[src/bus_grant_regs.vh]
`ifndef BUS_GRANT_REGS_VH
`define BUS_GRANT_REGS_VH
// processor cycles per input clock period (cycle doubling)
`define CYC_PER_INPUT_CLK 2
// least reset low time, processor cycles
`define RESET_LOW_CYCLES 5
// lock wait, input clock cycles
`define LOCK_INPUT_CYCLES 2000
`define LOCK_CNT_W 13
`define MODE_W 4
`define MODE_RESET_VAL 4'h0
`define IRQ_W 6
`define PF_W 8
`define FL_W 3
`define MS_W 5
`define MS_IDLE 5'h1f
`endif
[src/bus_grant_clock_reset_sync.v]
// Behaviour
// - processor cycle is twice input clock rate
// - interrupt and flag inputs sampled synchronously
// - bus request synchronised, recognised four cycles later
// - flag outputs change after clock output falls
// - three-state selects and strobes, then grant
// - drop grant before driving selects again
// - hang asserted only while strobes disabled
`timescale 1ns/10ps
`include "bus_grant_regs.vh"
module bus_grant_clock_reset_sync #(
  parameter LOCK_CYCLES = `LOCK_INPUT_CYCLES
) (
  // clock and reset; ref_clk is the processor cycle clock
  input wire ref_clk,
  input wire reset_n,
  // mode straps
  input wire [`MODE_W-1:0] mode_select,
  output wire [`MODE_W-1:0] mode_latched,
  output wire lock_done,
  // processor clock output
  output wire processor_clock_output,
  // asynchronous inputs
  input wire [`IRQ_W-1:0] external_interrupt_n,
  input wire flag_input,
  input wire [`PF_W-1:0] programmable_flag_pin_in,
  output wire [`IRQ_W-1:0] interrupt_seen,
  output wire flag_input_seen,
  output wire [`PF_W-1:0] programmable_flag_seen,
  // flag outputs from the core
  input wire [`PF_W-1:0] pf_out_value,
  input wire [`PF_W-1:0] pf_out_drive,
  input wire [`FL_W-1:0] fl_value,
  input wire flag_output_value,
  output wire [`PF_W-1:0] programmable_flag_pin_out,
  output wire [`PF_W-1:0] programmable_flag_pin_oe,
  output wire [`FL_W-1:0] dedicated_flag_out,
  output wire flag_output,
  // memory interface from the core
  input wire [`MS_W-1:0] core_select_n,
  input wire core_rd_n,
  input wire core_wr_n,
  input wire core_needs_bus,
  output wire core_stall,
  output wire [`MS_W-1:0] memory_space_select_n,
  output wire rd_n,
  output wire wr_n,
  output wire strobe_oe,
  // bus arbitration
  input wire bus_request_n,
  output wire bus_grant_n,
  output wire bus_grant_hang_n
);
  localparam [3:0] ST_OWN = 4'h1;
  localparam [3:0] ST_OFF = 4'h2;
  localparam [3:0] ST_GRANT = 4'h4;
  localparam [3:0] ST_BACK = 4'h8;

  // ref_clk already is the doubled processor cycle; the output is ref_clk divided by two,
  // a toggle marks each processor cycle's phase for the outside world
  reg clk_phase_q;
  always @(posedge ref_clk or negedge reset_n) begin
    if (!reset_n) clk_phase_q <= 1'b0;
    else clk_phase_q <= ~clk_phase_q;
  end
  assign processor_clock_output = clk_phase_q;

  // lock counter: core stays quiet until multiplier has settled
  // counted in processor cycles, two to each input clock
  localparam integer LOCK_LAST = LOCK_CYCLES * `CYC_PER_INPUT_CLK - 1;
  reg [`LOCK_CNT_W-1:0] lock_q;
  reg lock_done_q;
  always @(posedge ref_clk or negedge reset_n) begin
    if (!reset_n) begin
      lock_q <= {`LOCK_CNT_W{1'b0}};
      lock_done_q <= 1'b0;
    end else if (!lock_done_q) begin
      lock_q <= lock_q + {{(`LOCK_CNT_W-1){1'b0}}, 1'b1};
      if (lock_q >= LOCK_LAST[`LOCK_CNT_W-1:0])
        lock_done_q <= 1'b1;
    end
  end
  assign lock_done = lock_done_q;

  // straps caught on the first clock after release, not in the reset branch
  reg [`MODE_W-1:0] mode_q;
  reg mode_taken_q;
  always @(posedge ref_clk or negedge reset_n) begin
    if (!reset_n) begin
      mode_q <= `MODE_RESET_VAL;
      mode_taken_q <= 1'b0;
    end else if (!mode_taken_q) begin
      mode_q <= mode_select;
      mode_taken_q <= 1'b1;
    end
  end
  assign mode_latched = mode_q;

  // three-stage synchronisers; change counts when stages two and three agree
  localparam SW = `IRQ_W + 1 + `PF_W + 1;
  // stages start at the idle levels of their pins, so release shows no false change
  localparam [SW-1:0] SYNC_IDLE = {1'b1, {`PF_W{1'b0}}, 1'b0, {`IRQ_W{1'b1}}};
  wire [SW-1:0] async_in = {bus_request_n, programmable_flag_pin_in, flag_input,
                            external_interrupt_n};
  reg [SW-1:0] s1_q, s2_q, s3_q, seen_q;
  wire [SW-1:0] agree = ~(s2_q ^ s3_q);
  always @(posedge ref_clk or negedge reset_n) begin
    if (!reset_n) begin
      s1_q <= SYNC_IDLE;
      s2_q <= SYNC_IDLE;
      s3_q <= SYNC_IDLE;
      seen_q <= SYNC_IDLE;
    end else begin
      s1_q <= async_in;
      s2_q <= s1_q;
      s3_q <= s2_q;
      seen_q <= (agree & s3_q) | (~agree & seen_q);
    end
  end
  assign interrupt_seen = ~seen_q[`IRQ_W-1:0];
  assign flag_input_seen = seen_q[`IRQ_W];
  assign programmable_flag_seen = seen_q[`IRQ_W+`PF_W:`IRQ_W+1];
  wire req_seen = ~seen_q[SW-1];

  // flag outputs move only as the clock output goes low, otherwise hold
  // an edge taken while the clock output is high is the one that drops it
  wire processor_clock_output_falls = clk_phase_q;
  reg [`PF_W-1:0] pf_q, pf_oe_q;
  reg [`FL_W-1:0] fl_q;
  reg fo_q;
  always @(posedge ref_clk or negedge reset_n) begin
    if (!reset_n) begin
      pf_q <= {`PF_W{1'b0}};
      pf_oe_q <= {`PF_W{1'b0}};
      fl_q <= {`FL_W{1'b0}};
      fo_q <= 1'b0;
    end else if (processor_clock_output_falls) begin
      pf_q <= pf_out_value;
      pf_oe_q <= pf_out_drive;
      fl_q <= fl_value;
      fo_q <= flag_output_value;
    end
  end
  assign programmable_flag_pin_out = pf_q;
  assign programmable_flag_pin_oe = pf_oe_q;
  assign dedicated_flag_out = fl_q;
  assign flag_output = fo_q;

  // one-hot decode of the hand-over states, shared by several outputs
  function owns_bus;
    input [3:0] st;
    begin
      owns_bus = (st == ST_OWN);
    end
  endfunction
  function lent_out;
    input [3:0] st;
    begin
      lent_out = (st == ST_GRANT);
    end
  endfunction

  // arbitration: release strobes first, grant a cycle later; reverse on return
  // strobes only let go on an edge that raises the clock output, as outside logic expects
  wire processor_clock_output_rises = ~clk_phase_q;
  reg [3:0] st_q, st_d;
  always @* begin
    st_d = st_q;
    case (st_q)
      ST_OWN: begin
        if (req_seen && lock_done_q && processor_clock_output_rises) st_d = ST_OFF;
      end
      ST_OFF: st_d = ST_GRANT;
      ST_GRANT: begin
        if (!req_seen) st_d = ST_BACK;
      end
      ST_BACK: st_d = ST_OWN;
      default: st_d = ST_OWN;
    endcase
  end
  always @(posedge ref_clk or negedge reset_n) begin
    if (!reset_n) st_q <= ST_OWN;
    else st_q <= st_d;
  end

  // selects and strobes trail the core by one cycle; strobe_oe says whether they are driven
  reg [`MS_W-1:0] ms_q;
  reg rd_q, wr_q;
  always @(posedge ref_clk or negedge reset_n) begin
    if (!reset_n) begin
      ms_q <= `MS_IDLE;
      rd_q <= 1'b1;
      wr_q <= 1'b1;
    end else begin
      ms_q <= core_select_n;
      rd_q <= core_rd_n;
      wr_q <= core_wr_n;
    end
  end
  assign memory_space_select_n = ms_q;
  assign rd_n = rd_q;
  assign wr_n = wr_q;

  // hang only inside grant, so strobes are already off and stay off
  reg oe_q, bg_q, bgh_q;
  always @(posedge ref_clk or negedge reset_n) begin
    if (!reset_n) begin
      oe_q <= 1'b1;
      bg_q <= 1'b1;
      bgh_q <= 1'b1;
    end else begin
      oe_q <= owns_bus(st_d);
      bg_q <= ~lent_out(st_d);
      bgh_q <= ~(lent_out(st_d) && core_needs_bus);
    end
  end
  assign strobe_oe = oe_q;
  assign bus_grant_n = bg_q;
  assign bus_grant_hang_n = bgh_q;
  // core waits while the bus is lent out or the clock multiplier is still settling
  assign core_stall = ~oe_q | ~lock_done_q;
endmodule

[config.mk]
export PLATFORM = sky130hd
export DESIGN_NAME = bus_grant_clock_reset_sync
export DESIGN_NICKNAME = d
export VERILOG_FILES = /design/src/bus_grant_clock_reset_sync.v
export VERILOG_INCLUDE_DIRS = /design/src /design/src/src
export SDC_FILE = /design/constraint.sdc
export NUM_CORES = 1
export LEC_CHECK = 0
export BUFFER_PORTS_ARGS = -buffer_cell sky130_fd_sc_hd__buf_4
export CAP_MARGIN = 25
export CELL_PAD_IN_SITES_DETAIL_PLACEMENT = 2
export CELL_PAD_IN_SITES_GLOBAL_PLACEMENT = 2
export CORE_MARGIN = 5
export CORE_UTILIZATION = 39
export DETAILED_ROUTE_END_ITERATION = 16
export PLACE_DENSITY_LB_ADDON = 0.15
export SLEW_MARGIN = 5
export SYNTH_ARGS = -nofsm -noshare
export SYNTH_HDL_FRONTEND = slang
export SYNTH_SLANG_ARGS = --single-unit
[constraint.sdc]
create_clock -name ref_clk -period 4 [get_ports ref_clk]
set_clock_uncertainty 0.1 [all_clocks]
set_input_delay 0.8 -clock ref_clk [delete_from_list [all_inputs] [get_ports ref_clk]]
set_output_delay 0.8 -clock ref_clk [all_outputs]
set_load 0.01 [all_outputs]
# Word level (Yosys, flattened, before mapping)
# Index checks and enable logic that the tools add are counted.
totals:
  regBits: 118
  input_bits: 50
  output_inout_bits: 52
  elab_cells: 49
classes:
  addsub: 1
  magnitude_cmp: 1
  eq_ne: 5
  muxes: 5
  bitwise_logic: 14
  reduce_logical: 3
op_table:
  columns: ["op", "count"]
  rows:
  - ["16-bit AND", 2]
  - ["16-bit inverter", 2]
  - ["16-bit bitwise OR", 1]
  - ["16-bit bitwise XOR", 1]
  - ["13-bit by 1-bit adder with 13-bit output, second input constant", 1]
  - ["13-bit by 12-bit >= comparator with 1-bit output, second input constant", 1]
  - ["4-bit one-hot mux with 3 select lines", 1]
  - ["4-bit by 1-bit == test with 1-bit output, second input constant", 2]
  - ["4-bit by 3-bit == test with 1-bit output, second input constant", 2]
  - ["4-bit 2-to-1 mux", 2]
  - ["1-bit inverter", 6]
  - ["6-bit inverter", 1]
  - ["4-bit by 2-bit == test with 1-bit output, second input constant", 1]
  - ["1-bit logical AND", 3]
  - ["1-bit 2-to-1 mux", 2]
  - ["1-bit bitwise OR", 1]

# Logic depth before layout (Yosys ltp)
# Gate-level depths: netlist (run 1).
depth:
  word_depth: 8
  ltp_mapped: 4
  depth_no_buf: 4

# Worst setup path after synthesis (run 1)
# No wires, ideal clock.
synth_path:
  kind: "register to output"
  start: "register lock_done_q (netlist: lock_done)"
  end: "output core_stall"
  arrival_time_ps: 659
  t_required_ps: 3100
  path_slack_ps: 2441
  stages_incl_launch_ff: 3
  n_path_buf: 1
  path_cell_list: "dfrtp_1 buf_2 nand2_1"
synth_between:
  elab_chain_cells: 2
synth_lines:
  columns: ["item", "line", "text"]
  rows:
  - ["from (decl)", "bus_grant_clock_reset_sync.v:72", "reg lock_done_q;"]
  - ["from (signal assigned)", "bus_grant_clock_reset_sync.v:76", "lock_done_q <= 1'b0;"]
  - ["from (signal assigned)", "bus_grant_clock_reset_sync.v:80", "lock_done_q <= 1'b1;"]
  - ["1-bit inverter", "bus_grant_clock_reset_sync.v:221", "assign core_stall = ~oe_q | ~lock_done_q;"]
  - ["1-bit bitwise OR", "bus_grant_clock_reset_sync.v:221", null]
  - ["to (decl)", "bus_grant_clock_reset_sync.v:44", "output wire core_stall,"]
# No other way between the ends.

# Worst setup path in the final report (run 1)
# Ends and elaborated chain as after synthesis.

==> out/results.ini, run 1 <==
[status]
status=finished, final reports clean

[grt]
grt_max_degree=119
grt_pass1_vias=2713
antenna_found_initial=0
grt_use_total_pct=16.7
grt_pass1_wl_mm=14.7
gr-total-overflow=0

[yosys]
avgSynthCellArea_um2=16.8
yosys_register_bits=118
ys_seq_area_share_pct=76.6
yosys.area.top_type=dfrtp_1
syn-cell-area_um2=3920
synth_area_leaders=dfrtp_1 50%, dfstp_2 26%, mux2_2 7.2%, maj3_1 4.1%, xor2_1 1.6%
netlist.area_leader.share_pct=50.5
ys_types=30
synthCells=233
ys_warn_count=0
syn_nets=284

[floorplan]
fp.dieW_um=110
dieArea_um2=12100
coreArea_um2=9770
fp-row-count=36
io_pins=102
start_util_pct=40.1
die_h_um=110

[power_and_ir_drop]
pwr-share-comb_pct=5.5
clkPwrFrac_pct=52.0
p_leak_nw=2.48
power_mw=3.07
p_sw_share_pct=21.8
peakVddDrop_mv=0.463
seqPwrFrac_pct=42.5
power_density_nw_per_um2=564
p_int_mw=2.40
power.net_switching_uw=667

[routing]
vias=2258
wl_per_cell_um=19.0
drt_wl_total_mm=9.33
viasPerCell=4.61
drt_iter0_drc=59
drcViolationCount=0
drtPass1Iterations=4
ant_nets=0

[placed_design]
routabilityCongestion=0.715
dp_hpwl_mm=5.82
pre_cts_slack_ns=1.81
io_buffers=101
dpl-instance-area_um2=4790
placed_cells=457

[cells_and_area]
regArea_um2=3000
fillCellCount=883
fin_cells=490
n_antenna_cell=0
final_nets=395
multiInputGateArea_um2=802
drive_gt1_share_pct=56.3
final_area_um2=5440
syn2layout_area_growth_pct=38.9
post-route-util_pct=55.7

[cts]
cts-root-buf=clkbuf_8
cts_buffers=17
ctsResizeCount=0
cts_setup_buffers=0
worstSkewPairLatency_ns=0.51
hold_buffers=0
clockBufferDepth=2
htreeDepth=4
cts_tree=built
path_clk_slew_ns=0.06
clock_sink_count=118

[hold_path]
hp-class=primary input to async pin

[timing]
tns_ns=0
fin_ws_ns=1.80
worstMarginPinSlew_ns=0.609
slew-limit-headroom_pct=59.4
fmax_ghz=0.455
rsz0062_at_grt=no
layout_min_cycle_time_ns=2.20
final_hold_viol_count=0
setup_viol=0
final.period_utilization_pct=54.9
worst_hold_slack_ns=0.247
slew_viol_final=0

[setup_path]
regToRegStartpoint=st_q[2]$_DFF_PN0_
reg2regPathDepth=3
arrival_ns=1.30
required_ns=3.10
r2r_setup_slack_ns=2.46
start_kind=flip-flop
path_max_fanout=10
crit_path_end_kind=primary output
rr_endpoint=bus_grant_n$_DFF_PN1_
worst-setup-path-type=flip-flop to primary output

[flow_run]
cap_violations=0

-- power groups by stage --
stage | Sequential [mW] | Combinational [mW] | Clock [mW]
floorplan | 1.32 | 0.0489 | 0
global placement | 1.32 | 0.165 | 0
detailed placement | 1.32 | 0.172 | 0
CTS | 1.31 | 0.174 | 1.64
global route | 1.31 | 0.184 | 1.70
finish | 1.30 | 0.168 | 1.59
-- final cells by class --
type / count / area share, %
multi-input cells: 94 / 14.7
well taps: 133 / 3.06
inverters: 10 / 0.690
flip-flops and latches: 118 / 55.2
repair buffers: 103 / 14.8
clock buffers: 18 / 7.86
clock inverters: 14 / 3.68
-- metal layers --
metal	vias up	global-route usage, %	part of all wire [%]
li1	1002	-	-
met1	1181	17.2	37
met2	63	30.4	55
met3	12	6.93	7.0
met4	0	5.54	1.3
met5	-	0	0
-- cells in the final DEF (no fill, tap or decap), types with 2 or more instances in the layout --
master | Yosys | routed
a211o_1 | 3 | 3
buf_4 | 8 | 101
bufinv_16 | 0 | 4
clkbuf_16 | 0 | 16
clkbuf_8 | 0 | 2
clkinv_4 | 0 | 4
clkinvlp_4 | 0 | 3
dfrtp_1 | 79 | 79
dfstp_2 | 39 | 39
inv_1 | 10 | 10
inv_6 | 0 | 2
maj3_1 | 16 | 16
mux2_2 | 25 | 25
nand2_1 | 6 | 6
nand3_1 | 3 | 3
nand3b_1 | 2 | 2
nand4_1 | 2 | 2
nor2_1 | 4 | 4
nor3_1 | 4 | 4
nor4_1 | 3 | 3
xnor2_1 | 6 | 6
xor2_1 | 7 | 7
-- worst max-delay path: stages (launching register included) --
cell and delay (ns):
dfrtp_1 0.53, nand2_1 0.10, buf_4 0.16
-- how the worst max path moves through the flow --
stage	from	to	slack, ns	cells past startpoint
2_1_floorplan	lock_done$_DFF_PN0_	core_stall	2.44	2
4_1_cts	processor_clock_output$_DFF_PN0_	processor_clock_output	1.24	1
3_3_place_gp	processor_clock_output$_DFF_PN0_	processor_clock_output	1.85	1
6_report	lock_done$_DFF_PN0_	core_stall	1.80	2
3_5_place_dp	processor_clock_output$_DFF_PN0_	processor_clock_output	1.81	1
5_1_grt	lock_done$_DFF_PN0_	core_stall	1.72	2
-- cell usage after synthesis --
library cell and instances:
a211o_1 3, a211oi_2 1, a21oi_1 1, and3_1 1, and3b_1 1, buf_2 3
buf_4 8, conb_1 1, dfrtp_1 79, dfstp_2 39, ha_1 1, inv_1 10
maj3_1 16, mux2_2 25, nand2_1 6, nand2b_1 1, nand3_1 3, nand3_2 1
nand3b_1 2, nand4_1 2, nand4b_1 1, nor2_1 4, nor2b_1 1, nor3_1 4
nor3b_1 1, nor4_1 3, o21ai_0 1, or3b_1 1, xnor2_1 6, xor2_1 7
-- kinds of logic (layout without fill, tap and decap cells) --
| logic type | count (synthesis) | after routing | share of synthesized area [%] |
|---|---|---|---|
| XOR/XNOR | 13 | 13 | 2.91 |
| AO/OA/AOI/OAI | 6 | 6 | 1.25 |
| flip-flops | 118 | 118 | 76.6 |
| multiplexers | 25 | 25 | 7.19 |
| adder cells (fa/ha/maj) | 17 | 17 | 4.41 |
| AND/OR/NAND/NOR | 32 | 32 | 4.63 |
| buffers and inverters | 21 | 145 | 2.88 |
| other | 1 | 1 | 0.0958 |
(Power assumes the default switching activity.)
==> run 2: changes to the inputs <==
- CORE_UTILIZATION: 39 -> 36
- clock period: 4 -> 2.2 ns (I/O delays scaled with it)
==> run 2 against run 1 <==
Utilization fell by 2.7 points. First-iteration DRC count up 6.8%. Sequential power increased by 82%. Combinational power increased by 110%. Die area rose by 7.6%. Power increased by 80%. Register-to-register slack lost 1.8 ns. Routed wire length shrank 0.53%. Worst hold slack got worse by 0.19 ns. Critical path type unchanged. Critical path depth is 1 lower. Via count grew 4.2%. Sequential share of layout area is 2.4 points lower.
==> out/results.ini, run 2 (synthesis results as in run 1) <==
[status]
status=finished, final reports clean

[setup_path]
path_buf_inv=1  ; unchanged
start_kind=flip-flop
worst-setup-path-type=flip-flop to primary output
required_ns=1.66  ; -1.44 ns
critical_path.top_delay_family=flip-flops
arrival_ns=1.45  ; +0.15 ns
cp_slowest_stage_delay_ns=0.70  ; +0.17 ns
path_max_fanout=14  ; +4
slowest_stage=dfrtp_1
crit_chain=buf_4
crit_path_end_kind=primary output

[cells_and_area]
post-route-util_pct=52.9  ; -2.7 points
final_nets=423  ; +7.1%
final_common_cell=buf_4
syn2layout_area_growth_pct=45.3
n_antenna_cell=0  ; unchanged
fin_cells=525  ; +7.1%
fillCellCount=1015  ; +15%
layout.cells.most_common_list=104 x buf_4, 79 x dfrtp_1, 39 x dfstp_2
drive_gt1_share_pct=52.2  ; -4.1 points

[routing]
vias=2353  ; +4.2%
ant_nets=0  ; unchanged
drt_iter0_drc=63  ; +6.8%
wl_per_cell_um=17.7  ; -7.2%
viasPerCell=4.48  ; -2.7%
drtPass1Iterations=4  ; unchanged
drcViolationCount=0  ; unchanged
drt_wl_total_mm=9.28  ; -0.53%

[timing]
setup_viol=0  ; unchanged
fmax_ghz=0.503
worstMarginPinSlew_ns=0.578  ; -0.0304 ns
tns_ns=0  ; unchanged
worst_hold_slack_ns=0.0608  ; -0.187 ns
layout_min_cycle_time_ns=1.99
final.period_utilization_pct=90.3
slew_viol_final=0  ; unchanged
final_hold_viol_count=0  ; unchanged
slew-limit-headroom_pct=61.4  ; +2.0 points
rsz0062_at_grt=no

[floorplan]
fp.dieW_um=114  ; +3.7%
io_pins=102  ; unchanged
die_h_um=114  ; +3.7%
dieArea_um2=13100  ; +7.6%
fp-row-count=38  ; +5.6%
coreArea_um2=10700  ; +9.9%
start_util_pct=36.4  ; -3.6 points

[power_and_ir_drop]
peakVddDrop_mv=0.628  ; +35%
pwr-share-comb_pct=6.4  ; +0.9 points
clkPwrFrac_pct=50.6  ; -1.4 points
power.net_switching_mw=1.15  ; +72%
p_int_mw=4.36  ; +82%
power_density_nw_per_um2=968  ; +72%
p_sw_share_pct=20.9  ; -0.89 points
seqPwrFrac_pct=43.0  ; +0.5 points
p_leak_nw=2.59  ; +4.4%

[cts]
worstSkewPairLatency_ns=0.51  ; about the same
cts_buffers=17  ; unchanged
cts_tree=built
clockBufferDepth=2  ; unchanged
cts_setup_buffers=0  ; unchanged
clock_sink_count=118  ; unchanged
htreeDepth=4  ; unchanged
cts-root-buf=clkbuf_8
ctsResizeCount=0  ; unchanged
path_clk_slew_ns=0.06  ; about the same

[placed_design]
dp_hpwl_mm=5.75  ; -1.2%
io_buffers=101  ; unchanged
placed_cells=468  ; +2.4%
routabilityCongestion=0.722  ; +0.94%

[hold_path]
hp-class=primary input to flip-flop

[grt]
grt_pass1_wl_mm=15.0  ; +2.2%
grt_max_degree=37  ; -69%
grt_use_total_pct=15.5  ; -1.2 points
gr-total-overflow=0  ; unchanged
antenna_found_initial=0  ; unchanged
grt_pass1_vias=2762  ; +1.8%

[flow_run]
cap_violations=0  ; unchanged

-- run 2: changes by cell type in the layout (fill, tap and decap cells not counted), sizes merged --
cell and change:
buf +3, clkinv -1, dlygate4sd3 +25, clkbuf +6, bufinv -1, clkinvlp -2, inv -2
-- run 2: layout make-up --
cell class | instances | area (um2) | area share (%)
clock buffer | 24 | 480 | 8.45
multi-input combinational | 94 | 802 | 14.1
clock inverter | 8 | 121 | 2.13
timing repair buffer | 131 | 1070 | 18.8
sequential | 118 | 3000 | 52.8
inverter | 10 | 37.5 | 0.660
tap | 140 | 175 | 3.08
-- run 2: timing repair --
action,4_1_cts,5_1_grt
hold endpoints to repair,47,0
endpoints found under the setup margin,0,0
hold buffers,25,0
-- run 2: power groups by stage --
| stage | Clock, mW | Combinational, mW | Sequential [mW] |
|---|---|---|---|
| final | 2.79 | 0.350 | 2.37 |
| after CTS | 2.83 | 0.357 | 2.37 |
| after floorplan | 0 | 0.0888 | 2.40 |
| after global routing | 2.98 | 0.380 | 2.38 |
| after global placement | 0 | 0.307 | 2.39 |
| after detailed placement | 0 | 0.316 | 2.40 |
-- run 2: metrics by stage --
step	setup slack (ns)	instance area [um2]	power, mW
finish	0.213	5690	5.51
global route	0.132	5690	5.74
CTS	0.126	5690	5.56
detailed placement	0.601	4840	2.72
global placement	0.667	4840	2.70
floorplan	0.843	3920	2.49
-- run 2: final timing paths --
| check | from | depth (start not counted) | slack (ns) | endpoint |
|---|---|---|---|---|
| setup / recovery | processor_clock_output$_DFF_PN0_ | 1 | 0.21 | processor_clock_output |
| hold / removal | mode_select[2] | 2 | 0.06 | mode_latched[2]$_DFFE_PN0N_ |
| setup reg to reg | processor_clock_output$_DFF_PN0_ | 2 | 0.65 | programmable_flag_pin_out[6]$_DFFE_PN0P_ |
| hold reg to reg | s1_q[13]$_DFF_PN0_ | 0 | 0.25 | s2_q[13]$_DFF_PN0_ |
| max in group asynchronous | reset_n | 3 | 1.00 | memory_space_select_n[4]$_DFF_PN1_ |
| min in group asynchronous | reset_n | 2 | 0.33 | s2_q[14]$_DFF_PN0_ |
-- run 2: layer usage --
layer | routed length [um] | vias to the layer above | GRT usage, %
met2 | 4960 | 68 | 26.9
met3 | 441 | 16 | 4.23
met5 | 0 | - | 0
met1 | 3630 | 1213 | 17.3
li1 | - | 1056 | -
met4 | 240 | 0 | 8.08
